<file path="src/core/rc_pkg.sv">
// Purpose: Shared constants and types for the reclose lockout control block.
// Assumes: One 40 MHz core clock; settings and protection inputs are synchronous.
// Notes:   All timing runs from a 1 ms tick made by a clock divider.
// Operation
// [RULE1] Trip in non-auto or live-line mode locks out
// [RULE2] Trip during manual close inhibit locks out
// [RULE3] Breaker supervision faults force lockout
// [RULE4] Reset input clears only once causes gone
// [RULE5] Clear key and breaker command always clear; code keeps lockout set while a cause is still present
// [RULE6] Manual close plus delay clears when selected
// [RULE7] Entering non-auto clears lockout when selected
// [RULE8] Coordinated start counts shot, starts dead time
// [RULE9] Reclaim waits for dead end, starts low
// [RULE10] Uncoordinated: only breaker trip counts shots
// [RULE11] Per-trip instantaneous block for main, earth
// [RULE12] First shot may skip system check
// [RULE13] Trip shows flags; ack only while shown
// [RULE14] Auto indicator reset after three seconds closed
// [RULE15] Start after close cancels auto indicator reset
// [RULE16] Both sides live need synchronism check
// [RULE17] Location setting maps inputs to bus, line
// [RULE18] Check input phase chosen from six
// [RULE19] Trip in reclaim after last shot locks
// [RULE20] Block inhibits, locks out cycle in progress
// [RULE21] Lockout latched; no reclose while latched
package rc_pkg;
  localparam int CLK_HZ = 40_000_000;
  localparam int TICK_MS = 1;
  localparam int MS_CYC = CLK_HZ / 1000 * TICK_MS;
  localparam int TICK_W = 16;
  localparam int LED_AUTO_S = 3;
  localparam int LED_W = 12;
  localparam logic [LED_W-1:0] LED_AUTO_MS = LED_W'(LED_AUTO_S * 1000);
  localparam int SHOT_W = 3;
  localparam int MAX_TRIPS = 5;
  localparam int TMR_W = 16;
  localparam int NCB = 8;
  localparam int PIN_CB_CLOSED = 0;
  localparam int PIN_POLE_DEAD = 1;
  localparam int PIN_RST_LOCK = 2;
  localparam int PIN_BLOCK = 3;
  localparam int PIN_N = 4;
  localparam int C_INACT = 0;
  localparam int C_MCOF = 1;
  localparam int C_CB = 2;
  localparam int C_FINAL = 3;
  localparam int C_BLOCK = 4;
  localparam int C_N = 5;

  typedef enum logic [1:0] {RC_AUTO, RC_NON_AUTO, RC_LIVE_LINE} rc_mode_t;
  typedef enum logic [2:0] {RC_AN, RC_BN, RC_CN, RC_AB, RC_BC, RC_CA} rc_phase_t;
  typedef enum logic [1:0] {RC_IDLE, RC_DEAD, RC_CLOSING, RC_RECLAIM} rc_seq_t;

  typedef struct packed {
    rc_mode_t                mode;
    logic                    inactive_trip_response;
    logic                    man_close_flt_lockout;
    logic                    man_close_inhibit;
    logic                    sequence_coordination_enable;
    logic                    lockout_reset_source_close;
    logic                    lockout_reset_source_non_auto;
    logic                    sys_chk_shot1;
    logic                    system_function_link_bit;
    logic                    primary_voltage_input_side;
    rc_phase_t               phase_sel;
    logic [SHOT_W-1:0]       shots_max;
    logic [MAX_TRIPS-1:0]    blk_inst_main;
    logic [MAX_TRIPS-1:0]    blk_inst_sef;
    logic [TMR_W-1:0]        dead_ms;
    logic [TMR_W-1:0]        reclaim_ms;
    logic [TMR_W-1:0]        inhibit_ms;
    logic [TMR_W-1:0]        mc_rst_ms;
  } rc_cfg_t;

  typedef struct packed {
    logic main_start;
    logic sef_start;
    logic any_start;
    logic main_trip;
    logic sef_trip;
  } rc_prot_t;

  typedef struct packed {
    logic clear_key;
    logic cb_lockout_reset;
    logic led_reset;
    logic flag_view;
  } rc_cmd_t;

  typedef struct packed {
    logic [TICK_W-1:0] cnt;
    logic              tick;
  } rc_tick_st_t;

  typedef struct packed {
    logic [PIN_N-1:0]  s1;
    logic [PIN_N-1:0]  s2;
    logic [PIN_N-1:0]  s3;
    logic [PIN_N-1:0]  pin;
    logic              cb_d;
    logic              start_d;
    logic              trip_pend;
    rc_mode_t          mode_d;
    rc_seq_t           seq;
    logic [SHOT_W-1:0] shots;
    logic [TMR_W-1:0]  tmr;
    logic [TMR_W-1:0]  icnt;
    logic [TMR_W-1:0]  mcnt;
    logic [LED_W-1:0]  lcnt;
    logic              lockout;
    logic              inhib;
    logic              mc;
    logic              arm;
    logic              led;
    logic              shown;
    logic              rec_clr;
    logic              flg_clr;
    logic              bus_live;
    logic              line_live;
    logic              bim;
    logic              bis;
    logic              permit;
    logic [C_N-1:0]    cause;
    rc_phase_t         sync_ref;
  } rc_st_t;
endpackage

</file>
<file path="src/core/rc_lockout.sv">
// Purpose: Reclose sequencing, lockout latch, reset paths and trip indicator.
// Assumes: Breaker status, pole dead, reset and block inputs are asynchronous pins.
// Notes:   Comparators and analog measurement live outside; only their results enter.
`timescale 1ns/10ps
module rc_lockout
  import rc_pkg::*;
#(
  parameter int TICK_DIV = rc_pkg::MS_CYC
)
(
  input  wire logic                 CORE_CLK,
  input  wire logic                 RST_N,
  input  wire rc_pkg::rc_cfg_t      CFG,
  input  wire rc_pkg::rc_prot_t     PROT,
  input  wire rc_pkg::rc_cmd_t      CMD,
  input  wire logic [3:0]           PIN_IN,
  input  wire logic [7:0]           CB_FAULT,
  input  wire logic                 THREE_PH_LIVE,
  input  wire logic                 ONE_PH_LIVE,
  input  wire logic                 SYNC_IN_LIMITS,
  output logic                      LOCKOUT,
  output logic [4:0]                LOCKOUT_CAUSE,
  output rc_pkg::rc_seq_t           SEQ_STATE,
  output logic [2:0]                SHOT_COUNT,
  output logic                      RECLOSE_CMD,
  output logic                      CLOSE_PERMIT,
  output logic                      BLOCK_INST_MAIN,
  output logic                      BLOCK_INST_SEF,
  output logic                      TRIP_LED,
  output logic                      FLAGS_SHOWN,
  output logic                      FAULT_REC_CLR,
  output logic                      FLAGS_CLR,
  output logic                      BUS_LIVE,
  output logic                      LINE_LIVE,
  output rc_pkg::rc_phase_t         SYNC_REF
);
  import rc_pkg::*;

  rc_st_t           s_reg;
  rc_st_t           s_next;
  logic             tick;
  logic             cb;
  logic             cb_rise;
  logic             cb_fall;
  logic             blk;
  logic             starts;
  logic             start_rise;
  logic             prot_op;
  logic             seqc;
  logic             in_prog;
  logic [C_N-1:0]   c;
  logic             rst_ok;
  logic             mc_done;
  logic             na_entry;
  logic             clr;
  logic             trig;
  logic             can_init;
  logic             shot_ev;
  logic             first_skip;
  logic             chk_ok;
  logic [2:0]       idx;

  function automatic logic [TMR_W-1:0] step(input logic [TMR_W-1:0] v, input logic t);
    step = t ? v + 1'b1 : v;
  endfunction

  rc_tick #(
    .DIV (TICK_DIV)
  ) u_tick (
    .core_clk (CORE_CLK),
    .rst_n    (RST_N),
    .tick     (tick)
  );

  assign cb = s_reg.pin[PIN_CB_CLOSED];
  assign cb_rise = cb & ~s_reg.cb_d;
  assign cb_fall = ~cb & s_reg.cb_d;
  assign blk = s_reg.pin[PIN_BLOCK];
  assign starts = PROT.main_start | PROT.sef_start;
  assign start_rise = starts & ~s_reg.start_d;
  assign prot_op = PROT.main_trip | PROT.sef_trip;
  assign seqc = CFG.sequence_coordination_enable;
  assign in_prog = s_reg.seq != RC_IDLE;

  // Live lockout causes; they are latched into the alarm bits below
  always_comb
  begin
    c = '0;
    c[C_INACT] = prot_op & (CFG.mode != RC_AUTO) & CFG.inactive_trip_response; // [RULE1]
    c[C_MCOF] = prot_op & s_reg.inhib & CFG.man_close_flt_lockout; // [RULE2]
    c[C_CB] = |CB_FAULT; // [RULE3]
    c[C_FINAL] = prot_op & (s_reg.seq == RC_RECLAIM) & (s_reg.shots >= CFG.shots_max); // [RULE19]
    c[C_BLOCK] = blk & in_prog; // [RULE20]
  end

  // The pin reset is refused while any cause is still present
  assign rst_ok = s_reg.pin[PIN_RST_LOCK] & ~|c; // [RULE4]
  assign mc_done = s_reg.mc & cb & (s_reg.mcnt >= CFG.mc_rst_ms); // [RULE6]
  assign na_entry = (CFG.mode == RC_NON_AUTO) & (s_reg.mode_d != RC_NON_AUTO)
                    & CFG.lockout_reset_source_non_auto; // [RULE7]
  assign clr = CMD.clear_key | CMD.cb_lockout_reset | rst_ok | mc_done | na_entry; // [RULE5]

  // Without coordination a shot needs the breaker to open after a trip
  assign trig = seqc ? start_rise : (cb_fall & s_reg.trip_pend); // [RULE8] [RULE10]
  assign can_init = (CFG.mode == RC_AUTO) & ~s_reg.lockout & ~blk & ~s_reg.inhib & ~|c; // [RULE21] [RULE20]
  assign shot_ev = trig & can_init & (s_reg.shots < CFG.shots_max)
                   & ((s_reg.seq == RC_IDLE) | (s_reg.seq == RC_RECLAIM));

  assign first_skip = (s_reg.shots == 3'h1) & ~CFG.sys_chk_shot1; // [RULE12]
  assign chk_ok = ~(s_reg.bus_live & s_reg.line_live) | SYNC_IN_LIMITS; // [RULE16]
  assign idx = (s_reg.shots < 3'(MAX_TRIPS)) ? s_reg.shots : 3'(MAX_TRIPS - 1);

  always_comb
  begin
    s_next = s_reg;
    s_next.s1 = PIN_IN;
    s_next.s2 = s_reg.s1;
    s_next.s3 = s_reg.s2;
    if (s_reg.s2 == s_reg.s3)
      s_next.pin = s_reg.s3;
    s_next.cb_d = cb;
    s_next.start_d = starts;
    s_next.mode_d = CFG.mode;
    s_next.trip_pend = prot_op | (s_reg.trip_pend & cb);
    s_next.rec_clr = 1'b0;
    s_next.flg_clr = 1'b0;

    // Location setting decides which input faces the bus
    if (CFG.primary_voltage_input_side)
    begin
      s_next.bus_live = ONE_PH_LIVE; // [RULE17]
      s_next.line_live = THREE_PH_LIVE;
    end
    else
    begin
      s_next.bus_live = THREE_PH_LIVE;
      s_next.line_live = ONE_PH_LIVE;
    end
    s_next.sync_ref = CFG.phase_sel; // [RULE18]
    s_next.permit = chk_ok;
    s_next.bim = CFG.blk_inst_main[idx]; // [RULE11]
    s_next.bis = CFG.blk_inst_sef[idx]; // [RULE11]

    // Manual close opens the inhibit window and the reset delay
    if (cb_rise & (s_reg.seq == RC_IDLE))
    begin
      if (CFG.man_close_inhibit)
      begin
        s_next.inhib = 1'b1;
        s_next.icnt = '0;
      end
      if (s_reg.lockout & CFG.lockout_reset_source_close)
      begin
        s_next.mc = 1'b1;
        s_next.mcnt = '0;
      end
    end
    else
    begin
      if (s_reg.inhib)
      begin
        s_next.icnt = step(s_reg.icnt, tick);
        if (s_reg.icnt >= CFG.inhibit_ms)
          s_next.inhib = 1'b0;
      end
      if (s_reg.mc)
      begin
        s_next.mcnt = step(s_reg.mcnt, tick);
        if (!cb || mc_done || !s_reg.lockout)
          s_next.mc = 1'b0;
      end
    end

    case (s_reg.seq)
      RC_IDLE:
      begin
        if (shot_ev)
        begin
          s_next.shots = s_reg.shots + 1'b1; // [RULE8] [RULE10]
          s_next.tmr = '0;
          s_next.seq = RC_DEAD;
        end
      end
      RC_DEAD:
      begin
        s_next.tmr = step(s_reg.tmr, tick);
        if (s_reg.tmr >= CFG.dead_ms)
          s_next.seq = RC_CLOSING;
      end
      RC_CLOSING:
      begin
        // Coordinated reclaim also waits for all starts to drop
        if (cb && !(seqc && starts)) // [RULE9]
        begin
          s_next.tmr = '0;
          s_next.seq = RC_RECLAIM;
        end
      end
      RC_RECLAIM:
      begin
        if (shot_ev)
        begin
          s_next.shots = s_reg.shots + 1'b1; // [RULE8] [RULE10]
          s_next.tmr = '0;
          s_next.seq = RC_DEAD;
        end
        else
        begin
          if (!(seqc && starts))
            s_next.tmr = step(s_reg.tmr, tick);
          if (s_reg.tmr >= CFG.reclaim_ms)
          begin
            s_next.shots = '0;
            s_next.seq = RC_IDLE;
          end
        end
      end
      default:
        s_next.seq = RC_IDLE;
    endcase

    // Set wins over clear so a fresh cause is never lost
    if (clr)
    begin
      s_next.lockout = 1'b0;
      s_next.cause = '0; // [RULE4]
    end
    if (|c)
    begin
      s_next.lockout = 1'b1; // [RULE21]
      s_next.cause = s_next.cause | c;
      s_next.seq = RC_IDLE;
      s_next.shots = '0;
    end

    // Trip indicator: auto reset armed by a close, killed by any start
    if (CFG.system_function_link_bit && cb_rise && s_reg.led)
    begin
      s_next.arm = 1'b1; // [RULE14]
      s_next.lcnt = '0;
    end
    else if (s_reg.arm)
    begin
      if (PROT.any_start)
        s_next.arm = 1'b0; // [RULE15]
      else if (s_reg.pin[PIN_POLE_DEAD])
        s_next.lcnt = '0;
      else if (s_reg.lcnt >= LED_AUTO_MS)
      begin
        s_next.arm = 1'b0; // [RULE14]
        s_next.led = 1'b0;
        s_next.shown = 1'b0;
      end
      else if (tick)
        s_next.lcnt = s_reg.lcnt + 1'b1;
    end
    if (CMD.flag_view)
      s_next.shown = 1'b1;
    if (CMD.led_reset && s_reg.shown)
    begin
      s_next.led = 1'b0; // [RULE13]
      s_next.shown = 1'b0;
      s_next.rec_clr = 1'b1;
    end
    if (CMD.clear_key)
    begin
      s_next.led = 1'b0; // [RULE5]
      s_next.shown = 1'b0;
      s_next.arm = 1'b0;
      s_next.flg_clr = 1'b1;
    end
    if (prot_op)
    begin
      s_next.led = 1'b1; // [RULE13]
      s_next.shown = 1'b1;
      s_next.arm = 1'b0;
    end
  end

  always_ff @(posedge CORE_CLK or negedge RST_N)
  begin
    if (!RST_N)
      s_reg <= '0;
    else
      s_reg <= s_next;
  end

  assign LOCKOUT = s_reg.lockout;
  assign LOCKOUT_CAUSE = s_reg.cause;
  assign SEQ_STATE = s_reg.seq;
  assign SHOT_COUNT = s_reg.shots;
  // Close request is a handshake: held until the breaker reports closed
  assign RECLOSE_CMD = (s_reg.seq == RC_CLOSING) & ~cb & (first_skip | s_reg.permit)
                       & ~s_reg.lockout & ~blk; // [RULE12] [RULE21]
  assign CLOSE_PERMIT = s_reg.permit;
  assign BLOCK_INST_MAIN = s_reg.bim;
  assign BLOCK_INST_SEF = s_reg.bis;
  assign TRIP_LED = s_reg.led;
  assign FLAGS_SHOWN = s_reg.shown;
  assign FAULT_REC_CLR = s_reg.rec_clr;
  assign FLAGS_CLR = s_reg.flg_clr;
  assign BUS_LIVE = s_reg.bus_live;
  assign LINE_LIVE = s_reg.line_live;
  assign SYNC_REF = s_reg.sync_ref;
endmodule

</file>
<file path="src/core/rc_tick.sv">
// Purpose: Divides the core clock into a one-cycle millisecond enable.
// Assumes: DIV is at least 2 and fits the counter width.
// Notes:   The tick comes from a flop, so it never glitches.
`timescale 1ns/10ps
module rc_tick
  import rc_pkg::*;
#(
  parameter int DIV = 40000
)
(
  input  wire logic core_clk,
  input  wire logic rst_n,
  output logic      tick
);
  rc_tick_st_t t_reg;
  rc_tick_st_t t_next;

  always_comb
  begin
    t_next = t_reg;
    t_next.tick = 1'b0;
    if (t_reg.cnt == TICK_W'(DIV - 1))
    begin
      t_next.cnt = '0;
      t_next.tick = 1'b1;
    end
    else
      t_next.cnt = t_reg.cnt + 1'b1;
  end

  always_ff @(posedge core_clk or negedge rst_n)
  begin
    if (!rst_n)
      t_reg <= '0;
    else
      t_reg <= t_next;
  end

  assign tick = t_reg.tick;
endmodule

</file>
<file path="config.mk">
export PLATFORM = sky130hd
export DESIGN_NAME = rc_lockout
export DESIGN_NICKNAME = d
export VERILOG_FILES = /design/src/core/rc_pkg.sv /design/src/core/rc_lockout.sv /design/src/core/rc_tick.sv
export SDC_FILE = /design/constraint.sdc
export NUM_CORES = 1
export LEC_CHECK = 0
export BUFFER_PORTS_ARGS = -buffer_cell sky130_fd_sc_hd__clkbuf_2
export CORE_MARGIN = 2
export CORE_UTILIZATION = 40
export DETAILED_ROUTE_END_ITERATION = 7
export SLEW_MARGIN = 30
export SYNTH_ARGS = -nofsm -noshare
export SYNTH_HDL_FRONTEND = slang
export SYNTH_HIERARCHICAL = 1
export SYNTH_SLANG_ARGS = --single-unit
</file>
<file path="constraint.sdc">
create_clock -name CORE_CLK -period 6.2 [get_ports CORE_CLK]
set_input_delay 0 -clock CORE_CLK [delete_from_list [all_inputs] [get_ports CORE_CLK]]
set_output_delay 0 -clock CORE_CLK [all_outputs]
set_load 0.02 [all_outputs]
</file>
Yosys cells after proc, flatten, opt, wreduce, memory -nomap -nowiden
Index checks and enable logic that the tools add are counted.
{"block": "totals", "register_bits": 124, "input_bits": 117, "output_inout_bits": 24, "wordCells": 215}
{"block": "classes", "n_addsub": 6, "n_lt_le_gt_ge": 9, "eq_ne": 25, "muxes": 57, "n_bitwise": 51, "reduce_logical": 36}
{"cell": "2-to-1 mux 16 bit", "count": 10}
{"cell": "2-to-1 mux 12 bit", "count": 6}
{"cell": "adder 16 x 1 -> 16 bit, second input constant", "count": 4}
{"cell": "greater-or-equal comparator 16 bit", "count": 4}
{"cell": "one-hot mux 16 bit (4 select lines)", "count": 1}
{"cell": "2-to-1 mux 21 bit", "count": 2}
{"cell": "AND 1 bit", "count": 32}
{"cell": "2-to-1 mux 32 bit", "count": 1}
{"cell": "2-to-1 mux 3 bit", "count": 7}
{"cell": "2-to-1 mux 5 bit", "count": 4}
{"cell": "equality test 16 bit, second input constant", "count": 1}
{"cell": "2-to-1 mux 1 bit", "count": 16}
{"cell": "nonzero test 2 bit", "count": 7}
{"cell": "adder 12 x 1 -> 12 bit, second input constant", "count": 1}
{"cell": "greater-or-equal comparator 12 bit, second input constant", "count": 1}
{"cell": "2-to-1 mux 2 bit", "count": 6}
{"cell": "!= test 3 bit, second input constant", "count": 4}
{"cell": "AND reduction 3 bit", "count": 4}
{"cell": "OR reduction 12 bit", "count": 1}
{"cell": "OR 1 bit", "count": 10}
{"cell": "AND reduction 5 bit", "count": 2}
{"cell": "nonzero test 5 bit", "count": 2}
{"cell": "!= test 4 x 2 -> 1 bit, second input constant", "count": 2}
{"cell": "NOT 1 bit", "count": 8}
{"cell": "other kinds (29)", "count": 48}

Depth between registers and ports, before layout
{"block": "logic_depth", "ltp_word": 12, "depth_mapped": 10, "depth_no_buf": 9}

Cells and area by module
Netlist, hierarchy kept.
{"module": "rc_lockout", "instances": 1, "cells_each": 733, "area_each_um2": 6859.1, "seq_area_each_um2": 2677.6}
{"module": "rc_tick", "instances": 1, "cells_each": 70, "area_each_um2": 768.2, "seq_area_each_um2": 425.4}

Worst setup path after synthesis
Ideal clock, no wire load.
{"block": "synth_path", "path_kind": "flip-flop to flip-flop", "start": "reg s_reg, in the netlist SHOT_COUNT[0]", "end": "reg s_reg[74] (netlist name)", "setup_time_ns": 0.073, "arrival_ns": 2.235, "t_required_ns": 6.127, "slack_ns": 3.892, "stages_incl_launch_ff": 10, "path_buffers": 0, "synth_period_minus_slack_ns": 2.308, "cell_sequence": "dfrtp_1 > inv_1 > ha_1 > nor2b_1 > o21ai_0 > a211o_2 > o21ai_2 > nand3_2 > or3_1 > a21oi_2"}
{"block": "synth_between", "elab_chain_cells": 10, "elab_cells_between_ends": 14, "classes_between": "2 x order compare; 2 x eq/ne; 2 x mux; 5 x bitwise; 3 x reduce/logical"}
{"element": "from (decl)", "line_no": "rc_lockout.sv:39", "text": "rc_st_t s_reg;"}
{"element": "from (signal assigned)", "line_no": "rc_lockout.sv:285", "text": "s_reg <= s_next;"}
{"element": "greater-or-equal comparator 3 bit", "line_no": "rc_lockout.sv:92", "text": "c[C_FINAL] = prot_op & (s_reg.seq == RC_RECLAIM) & (s_reg.shots >= CFG.shots_max);"}
{"element": "AND 1 bit", "line_no": "rc_lockout.sv:92"}
{"element": "OR reduction 12 bit", "line_no": "rc_lockout.sv:105", "text": "assign can_init = (CFG.mode == RC_AUTO) & ~s_reg.lockout & ~blk & ~s_reg.inhib & ~|c;"}
{"element": "zero test 1 bit", "line_no": "rc_lockout.sv:105"}
{"element": "AND 1 bit", "line_no": "rc_lockout.sv:105"}
{"element": "AND 1 bit", "line_no": "rc_lockout.sv:106", "text": "assign shot_ev = trig & can_init & (s_reg.shots < CFG.shots_max)"}
{"element": "AND 1 bit *", "line_no": "rc_lockout.sv:106"}
{"element": "AND 1 bit *", "line_no": "rc_lockout.sv:107", "text": "& ((s_reg.seq == RC_IDLE) | (s_reg.seq == RC_RECLAIM));"}
{"element": "2-to-1 mux 21 bit (tied with other cells)", "line_no": "rc_lockout.sv:201", "text": "if (shot_ev)"}
{"element": "one-hot mux 16 bit (4 select lines) or AND reduction 3 bit (tied branches)"}
Every way passes the cells marked *; elsewhere a longest branch is shown, timed or not.
A chain may end at the register's enable or synchronous reset.

Worst setup path after layout
{"block": "layout_path", "start": "reg s_reg, in the netlist SEQ_STATE[0]", "end": "reg s_reg[67] (netlist name)"}
{"block": "layout_between", "elab_chain_cells": 11, "elab_cells_between_ends": 21, "classes_between": "6 x eq/ne; 2 x mux; 8 x bitwise; 5 x reduce/logical"}
{"element": "equality test 2 bit", "line_no": "rc_lockout.sv:92, rc_lockout.sv:107, rc_lockout.sv:174"}
{"element": "AND 1 bit (2 in a row)", "line_no": "rc_lockout.sv:92"}
{"element": "OR reduction 12 bit", "line_no": "rc_lockout.sv:105"}
{"element": "zero test 1 bit", "line_no": "rc_lockout.sv:105"}
{"element": "AND 1 bit", "line_no": "rc_lockout.sv:105"}
{"element": "AND 1 bit (2 in a row)", "line_no": "rc_lockout.sv:106"}
{"element": "AND 1 bit", "line_no": "rc_lockout.sv:107"}
{"element": "2-to-1 mux 21 bit (tied with other cells)", "line_no": "rc_lockout.sv:201"}
{"element": "one-hot mux 16 bit (4 select lines) or AND reduction 3 bit (tied branches)"}
Several ways; a longest one is shown, not always the timed one.

==> run metrics <==
fin util=0.5024; post-synthesis compound-gate area fraction=0.1125; Worst Skew=~0.0070 ns; GRT Overall Usage=0.1748; Worst Path Arrival=about 3.2 ns; Slowest Stage Delay on Critical Path=0.68 ns; Critical Path RT=approximately 6.5 ns; most instantiated cells after synthesis=dfrtp_1, ha_1, inv_1, nor2_1, nand2_1; synthesized flop and latch total=approximately 120; P_leak=0.004720 uW; Max Fclk=339.3 MHz; Initial DRC Count=approximately 320; Final HPWL DP=13070 um; Post-Place Cells=between 1000 and 1500; Resized Gates After CTS=0; Buffers on Ports=140; Die Ht=142.1 um; core area=between 15000 and 20000 um2; mapped cell area=7627 um2; routed vias/inst=5.100; number of global-route vias before repair=5803; VDD IR max=0.1572 mV; Synth top area share=0.4068; top_reg_cell synth=dfrtp_1; pre-CTS setup slack=around 3.3 ns; Num CTS Buffers=17; # nets final=1168; Final Cycle Share=0.4754; met1 Use GR=0.2518; RSZ-0062 raised after global routing=no; sequential-to-total area share from yosys stat=0.4068; synth unique cells=73; hold buffers post-CTS=30; final setup TNS=0 ns; Post-Synth Adder-Cell Area=0.1312; Die ar.=a little over 20000 um2; post-synthesis mux area share=0.01608; worst skew pair latency=0.41 ns; Worst slew margin=0.4525; Worst-Margin Slew=between 0.8 and 0.9 ns; H-tree depth=4; total number of vias=just over 6000; CP Max Fanout=15; met3 usage=0.04071; antenna-violating nets left=0; Layout area overhead=23.21%; die width=142.1 um; TritonCTS clock tree=done; cells after synthesis=803; initial antenna violation count=0; slowest CP cell=nor3b_4; iteration count of the initial detailed-routing pass=4; largest family of logic cells by synthesized area=simple AND/OR/NAND/NOR gates; Period minus WS final=between 2 and 3 ns; final std cells w/o fill=1218; setup repair bufs after CTS=0; GRT overflow=0; fraction of registers with async set/reset=1.000; final worst slack=3.253 ns; yosys warns=6; Yosys top cell by area=dfrtp_1; Area contributors post-synth=dfrtp_1, ha_1, inv_1; number of flops mapped to enable cells by yosys=0; Syn Area/Cell=~9.5 um2; Worst-path clk slew=~0.06 ns; num rows=50; worst setup path class=reg -> reg; syn nets=1000; outcome=finished clean; grt met2 use=0.2672; wire per inst=14.05 um; critical path startpoint category=flip-flop; ANT cells=0; Synth Area in XOR/XNOR=0.06430; Ports=141; CTS Buffer Depth=2; clock tree sinks=124; crit path cell chain=inv_1 -> ha_1 -> nor2b_1 -> nand4b_1 -> a211oi_4 -> nand2_1 -> o21ai_1 -> nor3b_4 -> nor2_1; root buf cell=clkbuf_16; final hold vios=0; most used routing layer=met2; max FFs per register=74; global-route wire length before repair=28220 um; RD Place Congestion=0.8050; DRC errors left=0; Post-Synth Simple-Gate Area=0.2121; setup-violating endpoint count in the final report=0; Max-cap violations=0; pwr dens=229.9 nW/um2; Slew Limit Fails=0; DRT Wirelength=roughly 17000 um; share of cells above drive strength 1=0.2083; endpoint type of the worst setup path=flip-flop; Initial Util=0.4078; Min-Delay Path Class=in -> reg; largest net degree at the start of global routing=73; most frequent cell after synthesis=dfrtp_1
-- cell usage in the layout (no fill, tap or decap), types with 4 or more instances in the layout --
| cell type | Yosys | final |
|---|---|---|
| and3_1 | 15 | 15 |
| nor4_1 | 13 | 13 |
| dlygate4sd3_1 | 0 | 30 |
| or3_1 | 9 | 9 |
| a21oi_1 | 33 | 33 |
| xnor2_1 | 29 | 29 |
| a211oi_1 | 5 | 5 |
| nor3_1 | 15 | 15 |
| inv_1 | 76 | 76 |
| dfrtp_1 | 124 | 124 |
| and4_1 | 5 | 5 |
| clkbuf_16 | 0 | 17 |
| o31ai_1 | 4 | 4 |
| nand2b_1 | 7 | 7 |
| nor2b_1 | 8 | 8 |
| o211ai_1 | 6 | 6 |
| a21o_1 | 9 | 9 |
| xor2_1 | 27 | 27 |
| nor2_1 | 72 | 72 |
| o21a_1 | 4 | 4 |
| nand4_1 | 22 | 22 |
| nand3_1 | 39 | 39 |
| o21ai_0 | 35 | 35 |
| ha_1 | 80 | 80 |
| clkbuf_2 | 0 | 139 |
| mux2_2 | 6 | 6 |
| clkinv_2 | 0 | 4 |
| nand2_1 | 64 | 64 |
| and2_1 | 5 | 5 |
-- layout make-up --
| type | instances | area [um2] |
|---|---|---|
| Clock buffer | 21 | 470.5 |
| Clock inverter | 11 | 141.4 |
| Fill cell | 1750 | 9308 |
| Inverter | 76 | 285.3 |
| Multi-Input combinational cell | 581 | 4090 |
| Sequential cell | 124 | 3103 |
| Tap cell | 234 | 292.8 |
| Timing Repair Buffer | 171 | 1015 |
-- worst max-delay path, delay by kind of cell (launching register included) --
family / cells / cell delay [ns]
fa+ha+maj: 1 / 0.32
simple gates: 5 / 1.29
buf+inv: 1 / 0.15
flops: 1 / 0.46
compound gates: 2 / 0.55
-- report_power, final --
part / internal [uW] / switching, uW
Sequential: 851 / 47.9
Combinational: 108 / 137
Clock: 662 / 355
Total: 1620 / 540
-- final timing paths --
| check | slack [ns] | to | start | cells after the start |
|---|---|---|---|---|
| max in group asynchronous | 4.94 | u_tick/t_reg[4] | RST_N | 3 |
| min | 0.02 | BLOCK_INST_MAIN | CFG[69] | 4 |
| min reg2reg | 0.34 | s_next[96] | s_next[100] | 0 |
| max reg2reg | 3.25 | s_reg[67] | SEQ_STATE[0] | 9 |
| max | 3.25 | s_reg[67] | SEQ_STATE[0] | 9 |
| min in group asynchronous | 0.18 | s_reg[30] | RST_N | 2 |
-- per-stage QoR --
stage | area, um2 | power (uW) | hold slack, ns
finish | 9398 | 2161 | 0.02366
global route | 9398 | 2264 | 0.02658
CTS | 9394 | 2182 | 0.01715
detailed placement | 8482 | 1146 | 0.09501
global placement | 8482 | 1142 | 0.09654
floorplan | 7627 | 1042 | -0.2956
-- logic make-up after synthesis --
| kind of cell | count (synthesis) |
|---|---|
| muxes | 9 |
| buffers and inverters | 98 |
| DFF | 124 |
| and+or+nand+nor | 305 |
| adders and majority gates | 80 |
| AOI/OAI and AO/OA | 131 |
| xor gates and xnor gates | 56 |
-- metal layers --
metal,share of wire,vias up
li1,-,3158
met3,0.047,6
met2,0.45,134
met5,0,-
met1,0.49,2914
met4,0.0063,0
Note: power is estimated with default switching activity, not from simulation.
